[src/logic/temp_monitor_pkg.sv]
// Package: register map, field positions, reset values and timing counts
package temp_monitor_pkg;

  // Register index from the two low pointer bits, byte address is four times it
  localparam logic [1:0] IDX_RESULT = 2'h0;
  localparam logic [1:0] IDX_CONFIG = 2'h1;
  localparam logic [1:0] IDX_UPPER = 2'h2;
  localparam logic [1:0] IDX_LOWER = 2'h3;
  localparam logic [7:0] ADDR_RESULT = 8'h00;
  localparam logic [7:0] ADDR_CONFIG = 8'h04;
  localparam logic [7:0] ADDR_UPPER = 8'h08;
  localparam logic [7:0] ADDR_LOWER = 8'h0c;
  localparam logic [7:0] ADDR_STATUS = 8'h10;

  // Configuration field positions
  localparam int CFG_POWER_DOWN = 7;
  localparam int CFG_FILTER = 6;
  localparam int CFG_ALERT_DIS = 5;
  localparam int CFG_ALERT_POL = 4;
  localparam int CFG_ALERT_RESET = 3;
  localparam int CFG_ONE_SHOT = 2;
  localparam int CFG_TEST_LSB = 0;

  // Reset values
  localparam logic [7:0] CONFIG_RESET = 8'h40;
  localparam logic [7:0] UPPER_RESET = 8'h7f;
  localparam logic [7:0] LOWER_RESET = 8'h80;
  localparam logic [9:0] RESULT_RESET = 10'h000;
  localparam int RESULT_WIDTH = 10;

  // Timing
  localparam int CLK_MHZ = 250;
  localparam int INTERVAL_MS = 800;
  localparam int SETTLE_US = 4;
  localparam int CONVERT_US = 25;
  localparam int INTERVAL_CYCLES = INTERVAL_MS * 1000 * CLK_MHZ;
  localparam int SETTLE_CYCLES = SETTLE_US * CLK_MHZ;
  localparam int CONVERT_CYCLES = CONVERT_US * CLK_MHZ;

  // Sequencer states
  typedef enum logic [1:0] {
    SEQ_IDLE,
    SEQ_SETTLE,
    SEQ_CONVERT
  } seq_state_e;

  // Decoded configuration
  typedef struct packed {
    logic fullPowerDown;
    logic busLineFilterEnable;
    logic alertDisable;
    logic alertActiveHigh;
    logic [1:0] testMode;
  } config_s;

endpackage

[src/logic/temp_conversion_limit_monitor.sv]
// Conversion sequencer, result register and over-temperature monitor
// Operation
// - Automatic mode restarts a conversion whenever the 800 ms countdown expires.
// - Between conversions only the interval counter runs; timeout raises wake-up.
// - Each wake-up first runs a 4 us settle timer.
// - Then 25 us of conversion, after which the result register loads.
// - Writing one-shot as 1 starts a conversion right after the write completes.
// - One-shot: hold 4 us after write end, result 25 us later.
// - Upper limit is an 8-bit read/write register compared with each result.
// - Result above upper limit with alert enabled activates the alert output.
// - Writing 1 to the alert-reset bit deactivates the alert output.
// - Result below the lower limit also deactivates the alert output.
// - Alert output serves as an open-drain SMBus alert toward the host.
// - Config gives power-down, filter bypass, alert enable and alert polarity.
// - Results are stored as 10-bit two's complement codes.
// - One code step equals 0.25 degrees Celsius.
// - Codes follow sample encodings; positive temperature is code over four.
// - Config bit7 power-down, bit6 filter, bit5 alert off, bit4 polarity.
// - Bits 3 and 2 act on a written 1, are not stored, read zero.
// - One-shot in power-down converts once, then stays powered down.
// - Only the two low pointer bits select the target register.
//
// Implementation choices: register access over AHB-Lite and the register offsets.
`timescale 1ns/1ps
module temp_conversion_limit_monitor
  import temp_monitor_pkg::*;
#(
  parameter int INTERVAL_COUNT = INTERVAL_CYCLES
)(
  // Clock, reset, enable
  input wire logic ref_clk,
  input wire logic rst_n,
  input wire logic clkEn,
  // AHB-Lite slave
  input wire logic hsel,
  input wire logic [7:0] haddr,
  input wire logic [1:0] htrans,
  input wire logic hwrite,
  input wire logic [2:0] hsize,
  input wire logic [31:0] hwdata,
  input wire logic hready,
  output logic [31:0] hrdata,
  output logic hreadyout,
  output logic hresp,
  // Converter front end
  input wire logic [9:0] sampleCode,
  input wire logic sampleStrobe,
  output logic sampleHold,
  output logic wakeUp,
  // Over-temperature pin, open drain, and bus line filter enable
  output logic alertOut,
  output logic alertOutEn,
  output logic busLineFilterEnable
);

  ////////////////////////////////////////////////////////////////////////////
  // Sample strobe from the front-end clock domain
  // Every pointer value aliases onto the four registers, so the strobe has no
  // register of its own; it stays synchronised for a later status view

  pin_sync u_sample_sync (
    .ref_clk(ref_clk),
    .rst_n(rst_n),
    .clkEn(clkEn),
    .pinIn(sampleStrobe),
    .level(),
    .rise()
  );

  ////////////////////////////////////////////////////////////////////////////
  // Bus address phase capture
  logic wrPend;
  logic rdPend;
  logic [7:0] addrPend;
  logic next_wrPend;
  logic next_rdPend;
  logic [7:0] next_addrPend;
  logic addrPhase;

  assign addrPhase = hsel & hready & htrans[1];
  assign hreadyout = 1'b1;
  assign hresp = 1'b0;

  // Every transfer completes in one data phase, response always OKAY
  always_comb begin
    next_wrPend = wrPend;
    next_rdPend = rdPend;
    next_addrPend = addrPend;
    if (clkEn && hready) begin
      next_wrPend = addrPhase & hwrite;
      next_rdPend = addrPhase & ~hwrite;
      next_addrPend = haddr;
    end
  end

  always_ff @(posedge ref_clk or negedge rst_n) begin
    if (!rst_n) begin
      wrPend <= 1'b0;
      rdPend <= 1'b0;
      addrPend <= 8'h00;
    end else begin
      wrPend <= next_wrPend;
      rdPend <= next_rdPend;
      addrPend <= next_addrPend;
    end
  end

  ////////////////////////////////////////////////////////////////////////////
  // Register file
  config_s cfg;
  config_s next_cfg;
  logic [7:0] upperLimit;
  logic [7:0] lowerLimit;
  logic [9:0] result;
  logic [7:0] next_upperLimit;
  logic [7:0] next_lowerLimit;
  logic [9:0] next_result;
  logic [1:0] regSel;
  logic regHit;
  logic cfgWrite;
  logic oneShotReq;
  logic alertResetReq;
  logic convDone;

  // Only the two low index bits pick a register; others alias
  assign regSel = addrPend[3:2];
  assign regHit = (addrPend[1:0] == 2'h0);
  assign cfgWrite = clkEn & wrPend & regHit & (regSel == IDX_CONFIG);
  assign oneShotReq = cfgWrite & hwdata[CFG_ONE_SHOT];
  assign alertResetReq = cfgWrite & hwdata[CFG_ALERT_RESET];

  // Writes; the result register is read-only
  always_comb begin
    next_cfg = cfg;
    next_upperLimit = upperLimit;
    next_lowerLimit = lowerLimit;
    next_result = result;
    if (clkEn && wrPend && regHit) begin
      unique case (regSel)
        IDX_CONFIG: begin
          next_cfg.fullPowerDown = hwdata[CFG_POWER_DOWN];
          next_cfg.busLineFilterEnable = hwdata[CFG_FILTER];
          next_cfg.alertDisable = hwdata[CFG_ALERT_DIS];
          next_cfg.alertActiveHigh = hwdata[CFG_ALERT_POL];
          next_cfg.testMode = hwdata[CFG_TEST_LSB +: 2];
        end
        IDX_UPPER: next_upperLimit = hwdata[7:0];
        IDX_LOWER: next_lowerLimit = hwdata[7:0];
        IDX_RESULT: ;
      endcase
    end
    if (convDone) begin
      next_result = sampleCode;
    end
  end

  always_ff @(posedge ref_clk or negedge rst_n) begin
    if (!rst_n) begin
      cfg <= config_s'({CONFIG_RESET[7:4], CONFIG_RESET[1:0]});
      upperLimit <= UPPER_RESET;
      lowerLimit <= LOWER_RESET;
      result <= RESULT_RESET;
    end else begin
      cfg <= next_cfg;
      upperLimit <= next_upperLimit;
      lowerLimit <= next_lowerLimit;
      result <= next_result;
    end
  end

  assign busLineFilterEnable = cfg.busLineFilterEnable;

  ////////////////////////////////////////////////////////////////////////////
  // Conversion sequencer
  seq_state_e state;
  seq_state_e next_state;
  logic [31:0] intervalCnt;
  logic [31:0] next_intervalCnt;
  logic [12:0] phaseCnt;
  logic [12:0] next_phaseCnt;
  logic intervalDone;

  assign intervalDone = (intervalCnt == 32'(INTERVAL_COUNT - 1));

  // Interval counter runs free in automatic mode, parked in power-down
  always_comb begin
    next_intervalCnt = intervalCnt;
    if (clkEn) begin
      if (cfg.fullPowerDown || intervalDone) begin
        next_intervalCnt = 32'h0000_0000;
      end else begin
        next_intervalCnt = intervalCnt + 32'h0000_0001;
      end
    end
  end

  // Idle, settle, convert; a one-shot while busy is dropped
  always_comb begin
    next_state = state;
    next_phaseCnt = phaseCnt;
    convDone = 1'b0;
    if (clkEn) begin
      unique case (state)
        SEQ_IDLE: begin
          // Data-phase write is the transaction end: start right away
          if (oneShotReq || (intervalDone && !cfg.fullPowerDown)) begin
            next_state = SEQ_SETTLE;
            next_phaseCnt = 13'h0000;
          end
        end
        SEQ_SETTLE: begin
          if (phaseCnt == 13'(SETTLE_CYCLES - 1)) begin
            next_state = SEQ_CONVERT;
            next_phaseCnt = 13'h0000;
          end else begin
            next_phaseCnt = phaseCnt + 13'h0001;
          end
        end
        SEQ_CONVERT: begin
          if (phaseCnt == 13'(CONVERT_CYCLES - 1)) begin
            next_state = SEQ_IDLE;
            convDone = 1'b1;
          end else begin
            next_phaseCnt = phaseCnt + 13'h0001;
          end
        end
        default: next_state = SEQ_IDLE;
      endcase
    end
  end // oneShotReq ignored outside SEQ_IDLE

  always_ff @(posedge ref_clk or negedge rst_n) begin
    if (!rst_n) begin
      state <= SEQ_IDLE;
      phaseCnt <= 13'h0000;
      intervalCnt <= 32'h0000_0000;
    end else begin
      state <= next_state;
      phaseCnt <= next_phaseCnt;
      intervalCnt <= next_intervalCnt;
    end
  end

  // Power-up after wake-up; power-down resumes on return to idle
  assign wakeUp = (state != SEQ_IDLE);
  assign sampleHold = (state == SEQ_CONVERT);

  ////////////////////////////////////////////////////////////////////////////
  // Over-temperature indicator
  logic alertActive;
  logic next_alertActive;
  logic signed [9:0] upperCode;
  logic signed [9:0] lowerCode;

  // Limits are whole degrees; scale to quarter-degree codes for comparison
  assign upperCode = {upperLimit, 2'b00};
  assign lowerCode = {lowerLimit, 2'b00};

  always_comb begin
    next_alertActive = alertActive;
    if (clkEn) begin
      if (alertResetReq) begin
        next_alertActive = 1'b0;
      end
      if (convDone) begin
        if ($signed(sampleCode) > upperCode) begin
          next_alertActive = 1'b1;
        end else if ($signed(sampleCode) < lowerCode) begin
          next_alertActive = 1'b0;
        end
      end
    end
  end

  always_ff @(posedge ref_clk or negedge rst_n) begin
    if (!rst_n) begin
      alertActive <= 1'b0;
    end else begin
      alertActive <= next_alertActive;
    end
  end

  // Open drain: only the low level is driven; polarity and enable applied here
  logic alertLevel;
  assign alertLevel = cfg.alertActiveHigh ? (alertActive & ~cfg.alertDisable)
                                          : ~(alertActive & ~cfg.alertDisable);
  assign alertOut = 1'b0;
  assign alertOutEn = ~alertLevel;

  ////////////////////////////////////////////////////////////////////////////
  // Read data, registered at the address phase for the data phase
  logic [31:0] readWord;
  logic [31:0] next_hrdata;

  always_comb begin
    readWord = 32'h0000_0000;
    // Upper pointer bits are ignored, matching the write side
    if (haddr[1:0] == 2'h0) begin
      unique case (haddr[3:2])
        IDX_RESULT: readWord = {22'h000000, result};
        IDX_CONFIG: readWord = {24'h000000, cfg.fullPowerDown, cfg.busLineFilterEnable,
                                cfg.alertDisable, cfg.alertActiveHigh, 2'b00,
                                cfg.testMode};
        IDX_UPPER: readWord = {24'h000000, upperLimit};
        IDX_LOWER: readWord = {24'h000000, lowerLimit};
      endcase
    end
    next_hrdata = hrdata;
    if (clkEn && addrPhase && !hwrite) begin
      next_hrdata = readWord;
    end
  end

  always_ff @(posedge ref_clk or negedge rst_n) begin
    if (!rst_n) begin
      hrdata <= 32'h0000_0000;
    end else begin
      hrdata <= next_hrdata;
    end
  end

endmodule // temp_conversion_limit_monitor

[src/logic/pin_sync.sv]
// Two-stage synchroniser with edge detection on the second stage
`timescale 1ns/1ps
module pin_sync
  import temp_monitor_pkg::*;
(
  // Clock and reset
  input wire logic ref_clk,
  input wire logic rst_n,
  input wire logic clkEn,
  // Pin and results
  input wire logic pinIn,
  output logic level,
  output logic rise
);

  logic stage1;
  logic stage2;
  logic stage3;
  logic next_stage1;
  logic next_stage2;
  logic next_stage3;

  // Next values; stage1 is read only by stage2
  always_comb begin
    next_stage1 = clkEn ? pinIn : stage1;
    next_stage2 = clkEn ? stage1 : stage2;
    next_stage3 = clkEn ? stage2 : stage3;
  end

  // Register the chain
  always_ff @(posedge ref_clk or negedge rst_n) begin
    if (!rst_n) begin
      stage1 <= 1'b0;
      stage2 <= 1'b0;
      stage3 <= 1'b0;
    end else begin
      stage1 <= next_stage1;
      stage2 <= next_stage2;
      stage3 <= next_stage3;
    end
  end

  assign level = stage2;
  assign rise = stage2 & ~stage3;

endmodule // pin_sync

[config.mk]
export PLATFORM = sky130hd
export DESIGN_NAME = temp_conversion_limit_monitor
export DESIGN_NICKNAME = d
export VERILOG_FILES = /design/src/logic/temp_monitor_pkg.sv /design/src/logic/temp_conversion_limit_monitor.sv /design/src/logic/pin_sync.sv
export SDC_FILE = /design/constraint.sdc
export NUM_CORES = 1
export LEC_CHECK = 0
export BUFFER_PORTS_ARGS = -buffer_cell sky130_fd_sc_hd__buf_4
export CAP_MARGIN = 20
export CORE_MARGIN = 1
export CORE_UTILIZATION = 47
export CTS_CLUSTER_SIZE = 8
export DETAILED_ROUTE_END_ITERATION = 16
export GPL_ROUTABILITY_DRIVEN = 0
export PLACE_DENSITY = 0.69
export REMOVE_ABC_BUFFERS = 1
export SETUP_SLACK_MARGIN = 0.15
export SLEW_MARGIN = 20
export SYNTH_ARGS = -nofsm -noshare
export SYNTH_HDL_FRONTEND = slang
export SYNTH_SLANG_ARGS = --single-unit
export TNS_END_PERCENT = 20
[constraint.sdc]
create_clock -name ref_clk -period 3.1 [get_ports ref_clk]
set_input_delay 0 -clock ref_clk [delete_from_list [all_inputs] [get_ports ref_clk]]
set_output_delay 0 -clock ref_clk [all_outputs]
set_load 0.02 [all_outputs]
==> impl_metrics.toml <==
[yosys]
synth-seq-cells = 95
async_flop_share_pct = 100
yosysMostFrequentCell = "dfrtp_1"
ys_seq_area_share_pct = 44.6
ys_types = 65
yosysTopAreaCell = "dfrtp_1"
synth_top_cell_area_share_pct = 40.2
synth_edf_count = 0
synthTopCellsByCount = "dfrtp_1, nor2_1, nand2_1, inv_1, mux2_2"
syn_area_mm2 = 0.00535
netlist_instances = 518
synth_area_per_cell_um2 = 10.3
synthFlopType = "dfrtp_1"
synthTopCellsByArea = "dfrtp_1, mux2_2, ha_1"
yosys_warnings = 0

[setup_path]
r2r_slack_ps = 610
path_cells = "ha_1 > nand3_1 > nor4_2 > or4b_1 > a221oi_1 > o22ai_1"
crit_slowest_cell = "or4b_1"
cp.required_ps = 3310
crit_path_start_kind = "register"
worst_ep_arrival_time_ps = 2710
path_max_fanout = 5
slowest_delay_ps = 510
critPathKind = "register to register"
end_kind = "register"

[pwr]
p_seq_share_pct = 42.0
p_clk_share_pct = 33.9
pwr-share-comb_pct = 24.1
vdd_ir_drop_max_uv = 395
intPower_mw = 2.50
cellLeakagePower_nw = 2.93
p_switching_mw = 1.10
p_per_area_mw_per_mm2 = 574
sw_frac_of_total_pct = 30.4

[timing]
finalCritPeriodShare_pct = 80.5
relSlewSlack_pct = 44.0
fin_crit_ps = 2490
setup_tns_ps = 0
worst_slack_ps = 605
holdWs_ps = 15.9
setup_violations = 0
fmax_mhz = 401
hold_viol_final = 0
rsz0062_at_grt = "no"
worstMarginPinSlew_ps = 835
slew_violations = 0
skew_ps = 10.7

[placed_design]
port_buffers = 42
placed_area_mm2 = 0.00572
hpwlAfterDp_um = 8040
dp_slack_ps = 713

[floorplan]
initial_core_util_pct = 48.7
fp.dieArea_mm2 = 0.0118
row_count = 38
die_w_um = 109
die_h_um = 109
io_pins = 101
coreArea_mm2 = 0.0110

[cts]
cts_resized = 0
cts-root-buf = "clkbuf_16"
cts_sinks = 95
clkLatencyLatePin_ps = 350
clk_pin_slew_ps = 70
cts_tree = "built"
cts_buffers = 9
h-tree-depth = 3
clk_path_buf_depth = 2

[routing]
drc = 0
wl_per_cell_um = 16.2
wl_um = 11800
dr.pass1.iters = 4
num_vias = 4033
ant_nets = 0
via_per_inst = 5.56
drt_first_iter_violations = 290

[global_route]
grt_max_degree = 80
grt_use_total_pct = 21.2
overflow = 0
grt_pass1_vias = 3961
antenna_found_initial = 0
grt_first_pass_wirelength_um = 19200

[finish]
areaGrowthSynthToFinish_pct = 17.1
diodes = 0
postLayoutCoreUtil_pct = 57.1
stdcell_area_mm2 = 0.00627
drive_above_1_share_pct = 21.7
nNetsFinal = 665

[run_status]
outcome = "completed"

[job]
maxCapViolCount = 0

[worst_hold_path]
min_path_type = "primary input to register"
power by group through the flow:
| stage | logic, mW | registers [mW] | clock network (mW) |
|---|---|---|---|
| 2_1_floorplan | 0.577 | 1.51 | 0 |
| 3_3_place_gp | 0.802 | 1.52 | 0 |
| 3_5_place_dp | 0.839 | 1.53 | 0 |
| 4_1_cts | 0.868 | 1.51 | 1.25 |
| 5_1_grt | 0.966 | 1.53 | 1.29 |
| 6_report | 0.868 | 1.51 | 1.22 |
worst max-delay path: cells and delay by family (launching register included):
kind	cells	cell delay, ps
fa+ha+maj	1	250
simple gates	3	1230
flops	1	420
compound gates	2	460
final timing paths:
check	from	end	cells after the start
min in group asynchronous	rst_n	intervalCnt[24]	2
min reg2reg	upperLimit[3]	upperLimit[3]	2
min	hsel	wrPend	4
max reg2reg	phaseCnt[0]	phaseCnt[12]	6
max in group asynchronous	rst_n	upperLimit[1]	3
max	phaseCnt[0]	phaseCnt[12]	6
cells in the final DEF (no fill, tap or decap), drive strengths merged, types with 4 or more instances in the layout:
master and count:
dfrtp 86, buf 50, nor2 40, inv 39
nand2 38, mux2 29, conb 25, ha 23
dlygate4sd3 22, xor2 20, o21ai 19, nand4 19
nand3 16, a22o 12, o22ai 12, and3 11
clkbuf 10, dfstp 9, nand2b 8, a221oi 8
nor3 7, nor4 7, mux4 6, a21oi 6
xnor2 5, or3 5, a32o 4, or2 4
layout make-up:
class | count | area, um2
clock buffer | 10 | 239
clock inverter | 6 | 91.3
fill | 917 | 4710
inverter | 37 | 139
multi-input combinational | 365 | 2640
sequential | 95 | 2390
tap | 140 | 175
timing repair buffer | 72 | 599
sequential cells by signal (all words and copies together), names as in the netlist:
signal,cells
addrPend,4
alertActive,1
busLineFilterEnable,1
cfg,5
hrdata,10
intervalCnt,32
lowerLimit,8
phaseCnt,13
result,10
state,2
upperLimit,8
wrPend,1
cell families (layout without fill, tap and decap cells):
group / count (synthesis) / after routing / synth area share (%)
mux: 37 / 37 / 9.00
other cells: 2 / 25 / 0.140
compound gates: 79 / 79 / 10.6
flops: 95 / 95 / 44.6
fa+ha+maj: 23 / 23 / 5.38
buf+inv: 81 / 125 / 7.71
simple gates: 176 / 176 / 18.4
xor+xnor: 25 / 25 / 4.09
timing repair:
item	4_1_cts	5_1_grt
hold endpoints to repair	105	0
hold buffers	22	0
buffers inserted	0	0
setup endpoints to repair	0	0
metrics by stage:
step | total power [mW] | instances
2_1_floorplan | 2.09 | 497
3_3_place_gp | 2.32 | 687
3_5_place_dp | 2.37 | 687
4_1_cts | 3.63 | 725
5_1_grt | 3.78 | 725
6_report | 3.60 | 725
layer usage:
| layer | wire length, um | part of all wire, % | track usage, % | up-vias |
|---|---|---|---|---|
| met5 | 0 | 0 | 0 | - |
| met3 | 567 | 4.8 | 3.53 | 13 |
| met2 | 5600 | 48 | 33.1 | 112 |
| li1 | - | - | - | 1930 |
| met4 | 163 | 1.4 | 7.63 | 0 |
| met1 | 5440 | 46 | 29.6 | 1978 |
(Power assumes the default switching activity.)
